==> config.mk <==
export PLATFORM = sky130hd
export DESIGN_NAME = dcs_diag_msgs
export DESIGN_NICKNAME = d
export VERILOG_FILES = /design/src/dcs_pkg.sv /design/src/dcs_diag_msgs.sv
export VERILOG_INCLUDE_DIRS = /design/src
export SDC_FILE = /design/constraint.sdc
export NUM_CORES = 1
export LEC_CHECK = 0
export BUFFER_PORTS_ARGS = -buffer_cell sky130_fd_sc_hd__buf_4
export CAP_MARGIN = 5
export CORE_MARGIN = 3
export CORE_UTILIZATION = 46
export DETAILED_ROUTE_END_ITERATION = 7
export PLACE_DENSITY_LB_ADDON = 0.05
export SYNTH_ARGS = -nofsm -noshare
export SYNTH_HDL_FRONTEND = slang
export SYNTH_SLANG_ARGS = --single-unit
==> constraint.sdc <==
create_clock -name mclk -period 2 [get_ports mclk]
set_clock_uncertainty 0.1 [all_clocks]
set_input_delay 0.4 -clock mclk [delete_from_list [all_inputs] [get_ports mclk]]
set_output_delay 0.4 -clock mclk [all_outputs]
set_load 0.05 [all_outputs]
==> src/dcs_defines.svh <==
`ifndef DCS_DEFINES_SVH
`define DCS_DEFINES_SVH

// frame header
`define DCS_RW_BIT 31
`define DCS_ID_MSB 30
`define DCS_ID_LSB 26
`define DCS_ID_CFG 5'h08
`define DCS_ID_STAT 5'h09

// configuration word: channel c occupies [CFG_TOP - 6c -: 6]
`define DCS_CFG_TOP 23
`define DCS_CFG_W 24
`define DCS_CFG_RST 24'hffffff
// width of one channel lane in both words
`define DCS_LANE_W 6

// status word: channel c occupies [STAT_TOP - 6c -: 6]
`define DCS_STAT_TOP 25
`define DCS_ENL_BIT 1
`define DCS_RBL_BIT 0
`define DCS_STAT_RST 26'h0000003

// retry interval is this many pwm periods per retry step
`define DCS_RETRY_MULT 4
`define DCS_RETRY_CNT_W 6

`endif

==> src/dcs_pkg.sv <==
package dcs_pkg;

  // one channel of the configuration word, msb first
  typedef struct packed {
    logic [1:0] battery_short_threshold;
    logic [3:0] battery_short_retry_count;
  } dcs_chan_cfg_t;

  // one channel of the status word, msb first
  typedef struct packed {
    logic ground_short_fault;
    logic gate_off_test_done;
    logic battery_short_fault;
    logic battery_short_test_done;
    logic open_load_gate_off_fault;
    logic open_load_gate_on_fault;
  } dcs_chan_flags_t;

  // one received frame
  typedef struct packed {
    logic valid;
    logic [31:0] word;
  } dcs_frame_t;

endpackage : dcs_pkg

==> src/dcs_diag_msgs.sv <==
`include "dcs_defines.svh"

module dcs_diag_msgs #(
  parameter int CH_COUNT = 4
) (
  // clock and reset
  input wire logic mclk,
  input wire logic sys_rst,
  // decoded frame from the serial port
  input wire dcs_pkg::dcs_frame_t frame_in,
  // response word for the next frame
  output logic resp_valid,
  output logic [31:0] resp_word,
  // device pins, asynchronous
  input wire logic enable_pin,
  input wire logic reset_n_pin,
  // one-cycle events from the diagnostic circuits
  input wire dcs_pkg::dcs_chan_flags_t [CH_COUNT-1:0] diag_event,
  input wire logic pwm_period_tick,
  // configuration to the diagnostic circuits
  output dcs_pkg::dcs_chan_cfg_t [CH_COUNT-1:0] chan_cfg,
  // one-cycle retry request per channel
  output logic [CH_COUNT-1:0] retry_pulse,
  // pin latches as seen by the fault logic
  output logic enable_pin_latch,
  output logic reset_pin_latch
);

  // the frame format carries exactly four channels
  if (CH_COUNT != 4)
  begin : g_bad_count
    $error("dcs_diag_msgs: CH_COUNT must be 4");
  end

  function automatic logic [`DCS_RETRY_CNT_W-1:0] retry_len(input logic [3:0] v);
    logic [`DCS_RETRY_CNT_W-1:0] n;
    n = `DCS_RETRY_CNT_W'(v) * `DCS_RETRY_CNT_W'(`DCS_RETRY_MULT);
    return (v == 4'h0) ? `DCS_RETRY_CNT_W'(1) : n;
  endfunction : retry_len

  // frame puts channel 0 in the top lane, packed arrays put index 0 at the bottom
  function automatic logic [`DCS_CFG_W-1:0] lane_swap(input logic [`DCS_CFG_W-1:0] x);
    logic [`DCS_CFG_W-1:0] y;
    y = '0;
    for (int i = 0; i < 4; i++)
    begin
      y[`DCS_LANE_W*i +: `DCS_LANE_W] = x[`DCS_CFG_W-`DCS_LANE_W*(i+1) +: `DCS_LANE_W];
    end
    return y;
  endfunction : lane_swap

  ////////////////////////////////////////////////////////////////////////////////
  // frame decode

  logic [4:0] frame_id;
  logic frame_wr;
  logic cfg_hit;
  logic cfg_write;
  logic stat_rd;

  assign frame_id = frame_in.word[`DCS_ID_MSB:`DCS_ID_LSB];
  assign frame_wr = frame_in.word[`DCS_RW_BIT];
  assign cfg_hit = frame_in.valid && (frame_id == `DCS_ID_CFG);
  assign cfg_write = cfg_hit && frame_wr;
  // r/w bit is don't-care here
  assign stat_rd = frame_in.valid && (frame_id == `DCS_ID_STAT);

  ////////////////////////////////////////////////////////////////////////////////
  // configuration store

  logic [`DCS_CFG_W-1:0] cfg_q;
  logic [`DCS_CFG_W-1:0] cfg_d;

  // bits 25:24 of a sent frame are unused and never stored
  assign cfg_d = cfg_write ? frame_in.word[`DCS_CFG_W-1:0] : cfg_q;

  always_ff @(posedge mclk)
  begin
    if (sys_rst)
    begin
      cfg_q <= `DCS_CFG_RST;
    end
    else
    begin
      cfg_q <= cfg_d;
    end
  end

  assign chan_cfg = lane_swap(cfg_q);

  ////////////////////////////////////////////////////////////////////////////////
  // pin synchronisers and latches

  logic en_s1_q;
  logic en_s2_q;
  logic en_prev_q;
  logic rb_s1_q;
  logic rb_s2_q;
  logic enl_q;
  logic rbl_q;
  logic en_fall;
  logic enl_d;
  logic rbl_d;

  always_ff @(posedge mclk)
  begin
    if (sys_rst)
    begin
      en_s1_q <= 1'b1;
      en_s2_q <= 1'b1;
      en_prev_q <= 1'b1;
      rb_s1_q <= 1'b1;
      rb_s2_q <= 1'b1;
    end
    else
    begin
      en_s1_q <= enable_pin;
      en_s2_q <= en_s1_q;
      en_prev_q <= en_s2_q;
      rb_s1_q <= reset_n_pin;
      rb_s2_q <= rb_s1_q;
    end
  end

  assign en_fall = en_prev_q && !en_s2_q;
  // a new falling edge beats a clearing read in the same cycle
  assign enl_d = en_fall || (enl_q && !(stat_rd && en_s2_q));
  // reset pin held low keeps its latch set through any read
  assign rbl_d = !rb_s2_q || (rbl_q && !stat_rd);

  always_ff @(posedge mclk)
  begin
    if (sys_rst)
    begin
      enl_q <= 1'b1;
      rbl_q <= 1'b1;
    end
    else
    begin
      enl_q <= enl_d;
      rbl_q <= rbl_d;
    end
  end

  assign enable_pin_latch = enl_q;
  assign reset_pin_latch = rbl_q;

  ////////////////////////////////////////////////////////////////////////////////
  // sticky channel flags, cleared by a status read

  dcs_pkg::dcs_chan_flags_t [CH_COUNT-1:0] flags_q;
  dcs_pkg::dcs_chan_flags_t [CH_COUNT-1:0] flags_d;

  // set wins over the read clear, so no event is lost
  assign flags_d = diag_event | (stat_rd ? '0 : flags_q);

  always_ff @(posedge mclk)
  begin
    if (sys_rst)
    begin
      flags_q <= '0;
    end
    else
    begin
      flags_q <= flags_d;
    end
  end

  ////////////////////////////////////////////////////////////////////////////////
  // response words

  logic [31:0] cfg_resp;
  logic [31:0] stat_resp;
  logic [31:0] resp_d;

  // response carries the value after any write in the same frame
  assign cfg_resp = {1'b0, `DCS_ID_CFG, 2'b00, cfg_d};
  // swap so channel 0 lands at 25:20 down to channel 3 at 7:2
  assign stat_resp = {1'b0, `DCS_ID_STAT, lane_swap(flags_q), enl_q, rbl_q};
  assign resp_d = stat_rd ? stat_resp : (cfg_hit ? cfg_resp : resp_word);

  always_ff @(posedge mclk)
  begin
    if (sys_rst)
    begin
      resp_valid <= 1'b0;
      resp_word <= 32'h00000000;
    end
    else
    begin
      resp_valid <= cfg_hit || stat_rd;
      resp_word <= resp_d;
    end
  end

  ////////////////////////////////////////////////////////////////////////////////
  // battery short retry timers, counted in pwm periods

  logic [CH_COUNT-1:0][`DCS_RETRY_CNT_W-1:0] rcnt_q;
  logic [CH_COUNT-1:0] ract_q;
  logic [CH_COUNT-1:0] sb_start;
  logic [CH_COUNT-1:0] r_done;

  for (genvar c = 0; c < CH_COUNT; c++)
  begin : g_retry
    assign sb_start[c] = diag_event[c].battery_short_fault;
    assign r_done[c] = ract_q[c] && pwm_period_tick && (rcnt_q[c] == `DCS_RETRY_CNT_W'(1));
  end

  // a fresh fault restarts the interval from full length
  always_ff @(posedge mclk)
  begin
    if (sys_rst)
    begin
      rcnt_q <= '0;
      ract_q <= '0;
      retry_pulse <= '0;
    end
    else
    begin
      for (int c = 0; c < CH_COUNT; c++)
      begin
        if (sb_start[c])
        begin
          rcnt_q[c] <= retry_len(chan_cfg[c].battery_short_retry_count);
          ract_q[c] <= 1'b1;
        end
        else if (r_done[c])
        begin
          ract_q[c] <= 1'b0;
        end
        else if (ract_q[c] && pwm_period_tick)
        begin
          rcnt_q[c] <= rcnt_q[c] - `DCS_RETRY_CNT_W'(1);
        end
      end
      retry_pulse <= r_done & ~sb_start;
    end
  end
endmodule : dcs_diag_msgs

* After elaboration in Yosys (flattened, before gate mapping) *
Index checks and enable logic that the tools add are counted.

storage, ports and cells
  logic and storage cells = 127
  input port bits = 62
  bits in registers = 116
  output and inout bits = 63

cells by class
  mux-type cells = 28
  eq/ne operators = 10
  reductions and logical operators = 39
  $add $sub $neg = 4
  bitwise gates (word level) = 3

operator list
  kind                 count
  $mux 6               16
  $mux 30              2
  $mux 24              2
  $eq 6x1->1 const B   4
  $or 24x24->24        1
  $sub 6x1->6 const B  4
  $reduce_bool 2->1    9
  $logic_not 4->1      4
  $logic_and 1x1->1    15
  $eq 5x4->1 const B   2
  $mux 1               8
  $ne 2x2->1 const B   4
  $reduce_and 2->1     4
  $and 4x4->4          1
  $logic_not 1->1      4
  $not 4->4            1
  $logic_or 1x1->1     3

* Logic depth before layout (Yosys ltp) *
Gate-level depths: netlist (run 1).

  word-level depth = 6
  mapped depth = 7
  depth with buffers taken out = 6

* Worst setup path after synthesis (run 1) *
No wires, ideal clock.

  path kind = input-to-reg
  start = in frame_in[27] in the netlist's numbering
  end = reg cfg_q[19]
  stages on the path = 5
  data arrival time = 1399 ps
  data required time = 1780 ps
  slack = 382 ps
  setup time = 120 ps
  path buffers = 1
  path through = nor4b_4 > and3_1 > buf_4 > nor2_1 > a211o_1

between the ends
  cells in the longest elaborated chain, start to end = 4

ends and longest elaborated chain
  element               line                 source
  start, declared       dcs_diag_msgs.sv:10  input wire dcs_pkg::dcs_frame_t frame_in,
  $eq 5x4->1 (no line)  n/a
  $logic_and 1x1->1     dcs_diag_msgs.sv:63  assign cfg_hit = frame_in.valid && (frame_id == `DCS_ID_CFG);
  $logic_and 1x1->1     dcs_diag_msgs.sv:64  assign cfg_write = cfg_hit && frame_wr;
  $mux 24               dcs_diag_msgs.sv:75  assign cfg_d = cfg_write ? frame_in.word[`DCS_CFG_W-1:0] : cfg_q;
  end signal, assigned  dcs_diag_msgs.sv:81  cfg_q <= `DCS_CFG_RST;
  end signal, assigned  dcs_diag_msgs.sv:85  cfg_q <= cfg_d;
  end, declared         dcs_diag_msgs.sv:71  logic [`DCS_CFG_W-1:0] cfg_q;

No other way between the ends.
A chain may end at the register's enable or synchronous reset.

* Final worst setup path (run 1) *
  start = reg rcnt_q[7] in the netlist's numbering
  end = reg rcnt_q[9] in the netlist's numbering

between the ends
  cells in the longest elaborated chain, start to end = 4
  elaborated cells between the ends (all ways) = 8
  those cells by class = 1 x add/sub; 2 x eq/ne; 3 x mux; 2 x reduce/logical

ends and longest elaborated chain
  element                                             line                                        source
  start, declared                                     dcs_diag_msgs.sv:199                        logic [CH_COUNT-1:0][`DCS_RETRY_CNT_W-1:0] rcnt_q;
  start signal, assigned by index                     dcs_diag_msgs.sv:225                        rcnt_q[c] <= retry_len(chan_cfg[c].battery_short_retry_count);
  start signal, assigned by index                     dcs_diag_msgs.sv:234                        rcnt_q[c] <= rcnt_q[c] - `DCS_RETRY_CNT_W'(1);
  $sub 6x1->6 / $eq 6x1->1 (equally long branches)    dcs_diag_msgs.sv:234, dcs_diag_msgs.sv:207
  $mux 6 / $logic_and 1x1->1 (equally long branches)  dcs_diag_msgs.sv:232, dcs_diag_msgs.sv:207
  $mux 6 / $ne 2x2->1 (equally long branches)         n/a
  $mux 6 / $reduce_and 2->1 (equally long branches)   n/a

Parallel ways exist; a longest one is shown, timed or not. The select of a mux whose other input is x is not followed.

==> results of run 1 <==
-- cell type report --
type	count	area, sq um	area share, %
clock buffers	26	478	6.77
clock inverters	5	50.0	0.709
inverters	20	75.1	1.06
multi-input cells	439	2520	35.7
flip-flops and latches	116	2320	32.9
well taps	136	170	2.41
repair buffers	174	1440	20.5
-- registers in the layout, summed over array words and instances (netlist names), 4 cells and up --
register / cells
ract_q: 4
retry_pulse: 4
flags_q: 24
resp_word: 28
cfg_q: 24
rcnt_q: 24
-- critical path: cells and delay by family, from the launching register on --
| family | cells | cell delay [ps] |
|---|---|---|
| and+or+nand+nor | 1 | 170 |
| DFF | 1 | 380 |
| adders and majority gates | 1 | 190 |
| buffers and inverters | 1 | 90 |
| AOI/OAI and AO/OA | 3 | 720 |
-- logic make-up after synthesis --
group	count (synthesis)
AOI/OAI and AO/OA	129
xor gates and xnor gates	9
adders and majority gates	8
buffers and inverters	62
DFF	116
muxes	30
other	1
and+or+nand+nor	259
-- worst paths after layout --
check                               end  slack (ps)  cells past startpoint
min                 cfg_q[9]$_SDFF_PP1_          30                      3
max reg2reg      rcnt_q[9]$_SDFFE_PP0P_         220                      6
max              rcnt_q[9]$_SDFFE_PP0P_         220                      6
min reg2reg  reset_pin_latch$_SDFF_PP1_         290                      1
-- per-stage QoR --
stage | setup WS [ps] | total power [mW] | cell area [sq um] | utilization [%]
floorplan | 382 | 2.88 | 5110 | -
global placement | 162 | 3.08 | 6130 | 58.0
detailed placement | 104 | 3.09 | 6130 | 58.0
CTS | 173 | 5.87 | 7050 | 66.8
global route | 42.6 | 6.06 | 7060 | 66.8
finish | 223 | 5.82 | 7060 | 66.8
-- layer usage --
| metal | vias up | share of wire, % |
|---|---|---|
| met2 | 126 | 52 |
| li1 | 2395 | - |
| met3 | 11 | 6.1 |
| met5 | - | 0 |
| met1 | 2214 | 42 |
| met4 | 0 | 0.65 |
-- cells in the mapped netlist (all sizes together), types with 7 or more instances --
| library cell | n | share of area (%) |
|---|---|---|
| nor2 | 56 | 4.1 |
| nor3 | 8 | 1.1 |
| clkbuf | 27 | 2.0 |
| mux2i | 29 | 5.7 |
| buf | 15 | 1.9 |
| o21ai | 25 | 2.5 |
| nor4 | 7 | 0.86 |
| nand3b | 22 | 3.2 |
| nand3 | 13 | 1.5 |
| ha | 8 | 2.0 |
| a211oi | 7 | 1.0 |
| dfxtp | 116 | 46 |
| inv | 20 | 1.5 |
| a21oi | 71 | 7.2 |
| nand2 | 127 | 9.4 |
| xnor2 | 7 | 1.2 |
-- report_power, final --
group          internal, mW  switching, mW  total [mW]  leakage (nW)
sequential             2.41         0.0729        2.48         0.953
combinational         0.303          0.332       0.635          1.86
clock                  1.73          0.982        2.71         0.263
total                  4.44           1.39        5.82          3.07
-- placed cells by master, fill, tap and decap left out, types with 2 or more instances in the layout --
master,count
buf_4,131
nand2_1,126
dfxtp_1,116
a21oi_1,68
nor2_1,56
dlygate4sd3_1,40
mux2i_1,29
o21ai_0,25
nand3b_1,22
inv_1,20
clkbuf_16,16
nand3_1,11
ha_1,8
nor4_1,7
xnor2_1,7
a211oi_1,7
nor3_1,6
clkbuf_1,6
nor2b_1,5
a211o_1,5
or2_2,5
a2111oi_0,4
conb_1,4
clkbuf_8,4
clkinv_2,4
a21oi_2,3
a21o_1,3
a221oi_1,3
o31ai_1,3
buf_12,3
nor4b_4,2
and3b_1,2
nand3_2,2
or3_1,2
and4b_1,2
xor2_1,2
o21a_1,2
nor4b_1,2
o21bai_1,2
-- repair_timing --
action                                 CTS  global route
gates resized for setup                  0             1
hold buffers                            40             0
setup endpoints to repair                0             1
endpoints found under the hold margin   40             0
==> results.toml, run 1 <==
[setup_path]
endpoint_kind = "register"
cp_max_fo = 5
worstPathRequired_ps = 2290
r2r_start = "rcnt_q[7]$_SDFFE_PP0P_"
cp-start-kind = "register"
critPathArrivalTime_ps = 2070
startpoint = "rcnt_q[7]$_SDFFE_PP0P_"
crit_type = "register to register"
crit_path_cell_trace = "inv_1, ha_1, nor2b_1, a21oi_2, a211oi_1, a2111oi_0"
critPathSlowestCell = "dfxtp_1"
critPathMaxStageDelay_ps = 380

[synthesis]
synth_mux_area_share_pct = 5.91
synth_top_family_by_area = "simple AND/OR/NAND/NOR gates"
ys.flop_type = "dfxtp_1"
synthAdderAreaFrac_pct = 1.96
ys_types = 49
ys_warn_count = 0
async_flop_share_pct = 0
synth-compound-area-share_pct = 14.8
synth_xor_area_share_pct = 1.55
yosys.area_share.simple_pct = 24.7
synth_edf_count = 0
synth_seq_cells = 116
netlist_area_sq_um = 5100
yosysSeqAreaShare_pct = 45.5
syn_area_per_cell_sq_um = 8.31
synth_cells = 614

[floorplan]
initial_core_util_pct = 48.3
design.die.area_sq_um = 12400
core_area_sq_um = 10600
ios = 125
fp.dieH_um = 111
num_rows = 37
die_w_um = 111

[timing]
rsz0062_at_grt = "false"
tns_ps = 0
finalCriticalPeriod_ps = 1780
hold_violations = 0
finalCritPeriodShare_pct = 88.9
holdWs_ps = 29.0
slew_viol_final = 0
final-setup-viol-count = 0
slew_headroom_pct = 52.8
worstMarginPinSlew_ps = 708
fmax_ghz = 0.563

[min_path]
hold_path.class = "input pin to register"
worstHoldStart = "frame_in[9]"

[global_route]
use_met3_pct = 7.48
grt.busiest_layer = "met2"
antenna_found_initial = 0
grt_pass1_wl_um = 22300
grt_pass1_vias = 4618
grt_overflow = 0
grt_max_degree = 68
gr-usage-met1_pct = 25.5
met2_usage_pct = 39.8
grt_use_total_pct = 22.2

[route]
drcViolationCount = 0
firstDrtPassIters = 4
antenna_left = 0
wirelength_um = 13700
drt-vias-per-instance = 5.18
first_iter_violations = 320
wl_per_cell_um = 14.9
vias = 4746

[final_layout]
fill_cells = 884
instances_no_fill = 916
fin_nets = 838
diodes = 0
syn_to_final_growth_pct = 38.3
layout-drive-gt1-share_pct = 22.7

[cts]
clk_pin_slew_ps = 50
h-tree-depth = 4
tritoncts = "built"
root_buffer = "clkbuf_8"
cts_sinks = 116
clk_path_buf_depth = 2
cts_buffers = 17
post_cts_buffers = 0
clkLatencyLatePin_ps = 520

[run]
maxCapViolations = 0

[placed_design]
place_congestion = 0.789
io_buffers = 118
dp.cells = 845
dp_hpwl_um = 9160

[pwr]
max-vdd-ir-drop_uv = 752
power_leakage_nw = 3.07
power_density_nw_per_um2 = 825

[outcome]
status = "finished clean"
No activity file was read; power rests on OpenSTA's default activity.
==> run 2, diff against run 1 <==
--- a/config.mk
+++ b/config.mk
@@ -12,6 +12,7 @@
 export CORE_UTILIZATION = 46
 export DETAILED_ROUTE_END_ITERATION = 7
 export PLACE_DENSITY_LB_ADDON = 0.05
+export RECOVER_POWER = 50
 export SYNTH_ARGS = -nofsm -noshare
 export SYNTH_HDL_FRONTEND = slang
 export SYNTH_SLANG_ARGS = --single-unit
==> run 2 against run 1 <==
Core utilization fell by 0.47 points. Sequential power barely moved. Critical path type unchanged. Routed wire length rose by 0.33%. Critical endpoint unchanged. Maximum frequency fell by 0.52%. Non-clock buffer count did not move. Count of clock-buffer cells in the layout did not move. First-iteration DRC count fell by 4.4%.
==> results.toml, run 2 (synthesized netlist as in run 1, its figures left out) <==
[cts]
clkLatencyLatePin_ps = 510
cts_buffers = 17
clk_pin_slew_ps = 50
h-tree-depth = 4
clk_path_buf_depth = 2
tritoncts = "built"
root_buffer = "clkbuf_8"
cts_sinks = 116

[global_route]
grt_overflow = 0
grt_use_total_pct = 22.2
gr-usage-met1_pct = 25.5
grt_pass1_vias = 4618
met2_usage_pct = 39.8
grt_pass1_wl_um = 22300
antenna_found_initial = 0
grt_max_degree = 68
use_met3_pct = 7.48
grt.busiest_layer = "met2"

[timing]
finalCritPeriodShare_pct = 89.3
slew_headroom_pct = 12.0
finalCriticalPeriod_ps = 1790
worstMarginPinSlew_ps = 1320
slew_viol_final = 0
fmax_ghz = 0.560
rsz0062_at_grt = "false"
hold_violations = 0
final-setup-viol-count = 0
holdWs_ps = 32.2
tns_ps = 0

[floorplan]
num_rows = 37
initial_core_util_pct = 48.3
design.die.area_sq_um = 12400
ios = 125
core_area_sq_um = 10600
die_w_um = 111
fp.dieH_um = 111

[final_layout]
multi_input_area_sq_um = 2500
diodes = 0
regMostFlops = "resp_word"
largest_register_ffs = 28
final_cell_mix = "buf_4, nand2_1, dfxtp_1, a21oi_1, nor2_1"
layout-drive-gt1-share_pct = 22.6
mostFrequentLayoutCell = "buf_4"
fill_cells = 892
final_util_pct = 66.4
regArea_sq_um = 2320
syn_to_final_growth_pct = 37.3
fin_nets = 838

[route]
firstDrtPassIters = 4
drcViolationCount = 0
wl_per_cell_um = 15.0
wirelength_um = 13700
vias = 4730
drt-vias-per-instance = 5.16
first_iter_violations = 306
antenna_left = 0

[placed_design]
io_buffers = 118
place_congestion = 0.789
dp_hpwl_um = 9160

[min_path]
holdPathStages = 3
min_to = "cfg_q[9]$_SDFF_PP1_"
hold_path.class = "input pin to register"
worstHoldStart = "frame_in[9]"

[setup_path]
worstPathRequired_ps = 2280
r2r_start = "rcnt_q[7]$_SDFFE_PP0P_"
reg2regPathDepth = 6
r2r_slack_ps = 210
endpoint_kind = "register"
r2r_end = "rcnt_q[9]$_SDFFE_PP0P_"
cp_max_fo = 5
cp-start-kind = "register"
critPathArrivalTime_ps = 2070
crit_type = "register to register"

[pwr]
power_density_nw_per_um2 = 829
power_frac_seq_pct = 42.7
pwr-share-comb_pct = 10.8
clkPwrFrac_pct = 46.6
p_sw_share_pct = 23.8
max-vdd-ir-drop_uv = 753
intPower_mw = 4.43
power_leakage_nw = 3.05
power_switching_mw = 1.38

[run]
maxCapViolations = 0

[outcome]
status = "finished clean"
run 2: changes by cell type in the layout (fill, tap and decap cells not counted), sizes merged:
cell and change:
buf -5, clkbuf +5
run 2: per-layer routing:
layer  part of all wire, %  routed length (um)  up-vias
met2                    52                7080      122
met4                  0.63                  86        0
met5                     0                   0        -
met1                    42                5760     2208
met3                   5.8                 790        9
li1                      -                   -     2391
run 2: final cells by class:
type / count / area share, %
clock buffer: 26 / 6.82
inverter: 20 / 1.07
clock inverter: 5 / 0.714
tap: 136 / 2.43
multi-input combinational: 439 / 35.7
timing repair buffer: 174 / 20.1
sequential: 116 / 33.1
run 2: worst max-delay path, stage by stage, from the launching register on:
cell       delay, ps
dfxtp_1          380
inv_1             90
ha_1             190
nor2b_1          170
a21oi_2          260
a211oi_1         120
a2111oi_0        340
run 2: stage by stage:
| step | total power [mW] | instance area, sq um | setup slack, ps | cells |
|---|---|---|---|---|
| after floorplan | 2.88 | 5110 | 382 | 617 |
| after global placement | 3.08 | 6130 | 162 | 845 |
| after detailed placement | 3.09 | 6130 | 104 | 845 |
| after CTS | 5.87 | 7050 | 173 | 916 |
| after global routing | 6.05 | 7010 | 29.4 | 916 |
| final | 5.81 | 7010 | 214 | 916 |
run 2: repair_timing:
action                                  in CTS  in global routing
endpoints found under the hold margin       40                  0
endpoints found under the setup margin       0                  1
gates resized for setup                      0                  1
setup buffers                                0                  0
hold buffers                                40                  0
run 2: worst max path at each step:
stage | cells past startpoint | from | end | slack [ps]
6_report | 6 | rcnt_q[7]$_SDFFE_PP0P_ | rcnt_q[9]$_SDFFE_PP0P_ | 210
3_5_place_dp | 6 | frame_in[27] | cfg_q[15]$_SDFF_PP1_ | 100
4_1_cts | 6 | rcnt_q[7]$_SDFFE_PP0P_ | rcnt_q[7]$_SDFFE_PP0P_ | 170
3_3_place_gp | 6 | frame_in[27] | cfg_q[12]$_SDFF_PP1_ | 160
2_1_floorplan | 5 | frame_in[27] | cfg_q[19]$_SDFF_PP1_ | 380
5_1_grt | 7 | frame_in[27] | flags_q[0]$_SDFF_PP0_ | 30
run 2: power groups by stage:
stage	logic [mW]	registers [mW]	clock network, mW
3_3_place_gp	0.557	2.52	0
3_5_place_dp	0.569	2.52	0
6_report	0.626	2.48	2.71
5_1_grt	0.687	2.49	2.87
2_1_floorplan	0.334	2.55	0
4_1_cts	0.636	2.48	2.76
==> run 3, diff against run 2 <==
--- a/config.mk
+++ b/config.mk
@@ -9,7 +9,8 @@
 export BUFFER_PORTS_ARGS = -buffer_cell sky130_fd_sc_hd__buf_4
 export CAP_MARGIN = 5
 export CORE_MARGIN = 3
-export CORE_UTILIZATION = 46
+export CORE_UTILIZATION = 25
+export CTS_CLUSTER_DIAMETER = 120
 export DETAILED_ROUTE_END_ITERATION = 7
 export PLACE_DENSITY_LB_ADDON = 0.05
 export RECOVER_POWER = 50
==> run 3 against run 2 <==
Combinational power decreased by 8.6%. Count of clock-buffer cells in the layout decreased by 8. Die area increased by 79%. Final area decreased by 3.7%. Non-clock buffer count decreased by 34. Maximum frequency increased by 3.3%. Sequential power about the same. Worst setup slack improved by 58 ps. Via count decreased by 3.2%. Sequential share of layout area increased by 1.3 points. Critical endpoint unchanged.
==> results.toml, run 3 (synthesized netlist as in run 1, its figures left out) <==
[outcome]
status = "finished clean"

[timing]
slew_headroom_pct = 17.2
hold_violations = 0
setup_slack_ps = 271
slew_viol_final = 0
finalCritPeriodShare_pct = 86.4
fmax_ghz = 0.578
final-setup-viol-count = 0
holdWs_ps = 82.2
tns_ps = 0
rsz0062_at_grt = "false"
finalCriticalPeriod_ps = 1730
worstMarginPinSlew_ps = 1240

[route]
drcViolationCount = 0
firstDrtPassIters = 4
drt-vias-per-instance = 4.52
vias = 4579
wirelength_um = 15300
antenna_left = 0
first_iter_violations = 222
wl_per_cell_um = 15.1

[cts]
cts_sinks = 116
post_cts_buffers = 0
h-tree-depth = 4
clk_pin_slew_ps = 60
clk_path_buf_depth = 2
cts_resized = 0
root_buffer = "clkbuf_16"
cts_hold_buffers = 0
clkLatencyLatePin_ps = 410
tritoncts = "built"
cts_buffers = 17

[floorplan]
fp.dieH_um = 149
initial_core_util_pct = 25.8
ios = 125
core_area_sq_um = 19800
num_rows = 51
design.die.area_sq_um = 22200
die_w_um = 149

[final_layout]
largest_register_ffs = 28
mostFrequentLayoutCell = "nand2_1"
instances_no_fill = 1012
diodes = 0
fill_cells = 2132
regMostFlops = "resp_word"
layout-drive-gt1-share_pct = 21.4
final_cell_mix = "nand2_1, dfxtp_1, buf_4, a21oi_1, nor2_1"
syn_to_final_growth_pct = 32.3
final_util_pct = 34.1
fin_nets = 804

[setup_path]
cp-start-kind = "register"
reg2regPathDepth = 5
cp_max_fo = 5
endpoint_kind = "register"
worstPathRequired_ps = 2190
startpoint = "rcnt_q[6]$_SDFFE_PP0P_"
r2r_start = "rcnt_q[6]$_SDFFE_PP0P_"
critPathArrivalTime_ps = 1920
cp-endpoint = "rcnt_q[9]$_SDFFE_PP0P_"
r2r_slack_ps = 270
crit_type = "register to register"
r2r_end = "rcnt_q[9]$_SDFFE_PP0P_"

[global_route]
grt_max_degree = 52
antenna_found_initial = 0
grt_pass1_wl_um = 24200
grt_pass1_vias = 4620
grt_overflow = 0
grt_use_total_pct = 14.0

[placed_design]
dp_hpwl_um = 11100
dp_slack_ps = 118
dp.cells = 980
place_congestion = 0.790
io_buffers = 118

[pwr]
power_density_nw_per_um2 = 864
max-vdd-ir-drop_uv = 459
power_leakage_nw = 2.81

[run]
maxCapViolations = 0

[min_path]
hold_path.class = "input pin to register"
[run 3: cell count changes in the layout (fill, tap and decap cells not counted), sizes merged]
| cell | delta |
|---|---|
| buf | -20 |
| bufinv | -1 |
| clkbuf | +18 |
| clkinv | +3 |
| clkinvlp | +4 |
| dlygate4sd3 | -40 |
| inv | +3 |
[run 3: worst min path at each step]
stage                            start                         end  slack (ps)  cells after the start
floorplan           rb_s2_q$_SDFF_PP1_  reset_pin_latch$_SDFF_PP1_         270                      1
finish                      enable_pin          en_s1_q$_SDFF_PP1_          80                      2
detailed placement  rb_s2_q$_SDFF_PP1_  reset_pin_latch$_SDFF_PP1_         300                      1
global route                enable_pin          en_s1_q$_SDFF_PP1_          70                      2
CTS                         enable_pin          en_s1_q$_SDFF_PP1_          60                      2
global placement    rb_s2_q$_SDFF_PP1_  reset_pin_latch$_SDFF_PP1_         290                      1
[run 3: critical path, stage by stage (launching register included)]
cell       delay [ps]
dfxtp_1           420
ha_1              190
nor2b_1           290
a21oi_2           150
and4b_1           200
a2111oi_0         260
[run 3: area by class of cell]
type,instances,area [sq um],area share [%]
Clock buffer,18,439,6.51
Clock inverter,14,106,1.58
Timing Repair Buffer,140,965,14.3
Multi-Input combinational cell,439,2510,37.2
Tap cell,265,332,4.91
Inverter,20,75.1,1.11
Sequential cell,116,2320,34.4
[run 3: per-layer routing]
metal	GRT usage (%)	up-vias	wire length, um	share of wire [%]
li1	-	2326	-	-
met1	17.2	2154	6600	43
met2	23.5	95	7580	50
met3	5.10	4	1010	6.6
met4	3.02	0	62	0.41
met5	0	-	0	0
[run 3: power by group]
part	switching (mW)	total [mW]	internal, mW
sequential	0.0708	2.47	2.40
clock	1.16	2.79	1.62
combinational	0.323	0.572	0.248
total	1.56	5.83	4.28
[run 3: per-stage QoR]
step | area (sq um) | total power, mW
floorplan | 5110 | 2.88
global placement | 6330 | 3.11
detailed placement | 6330 | 3.12
CTS | 6880 | 5.94
global route | 6750 | 6.11
finish | 6750 | 5.83
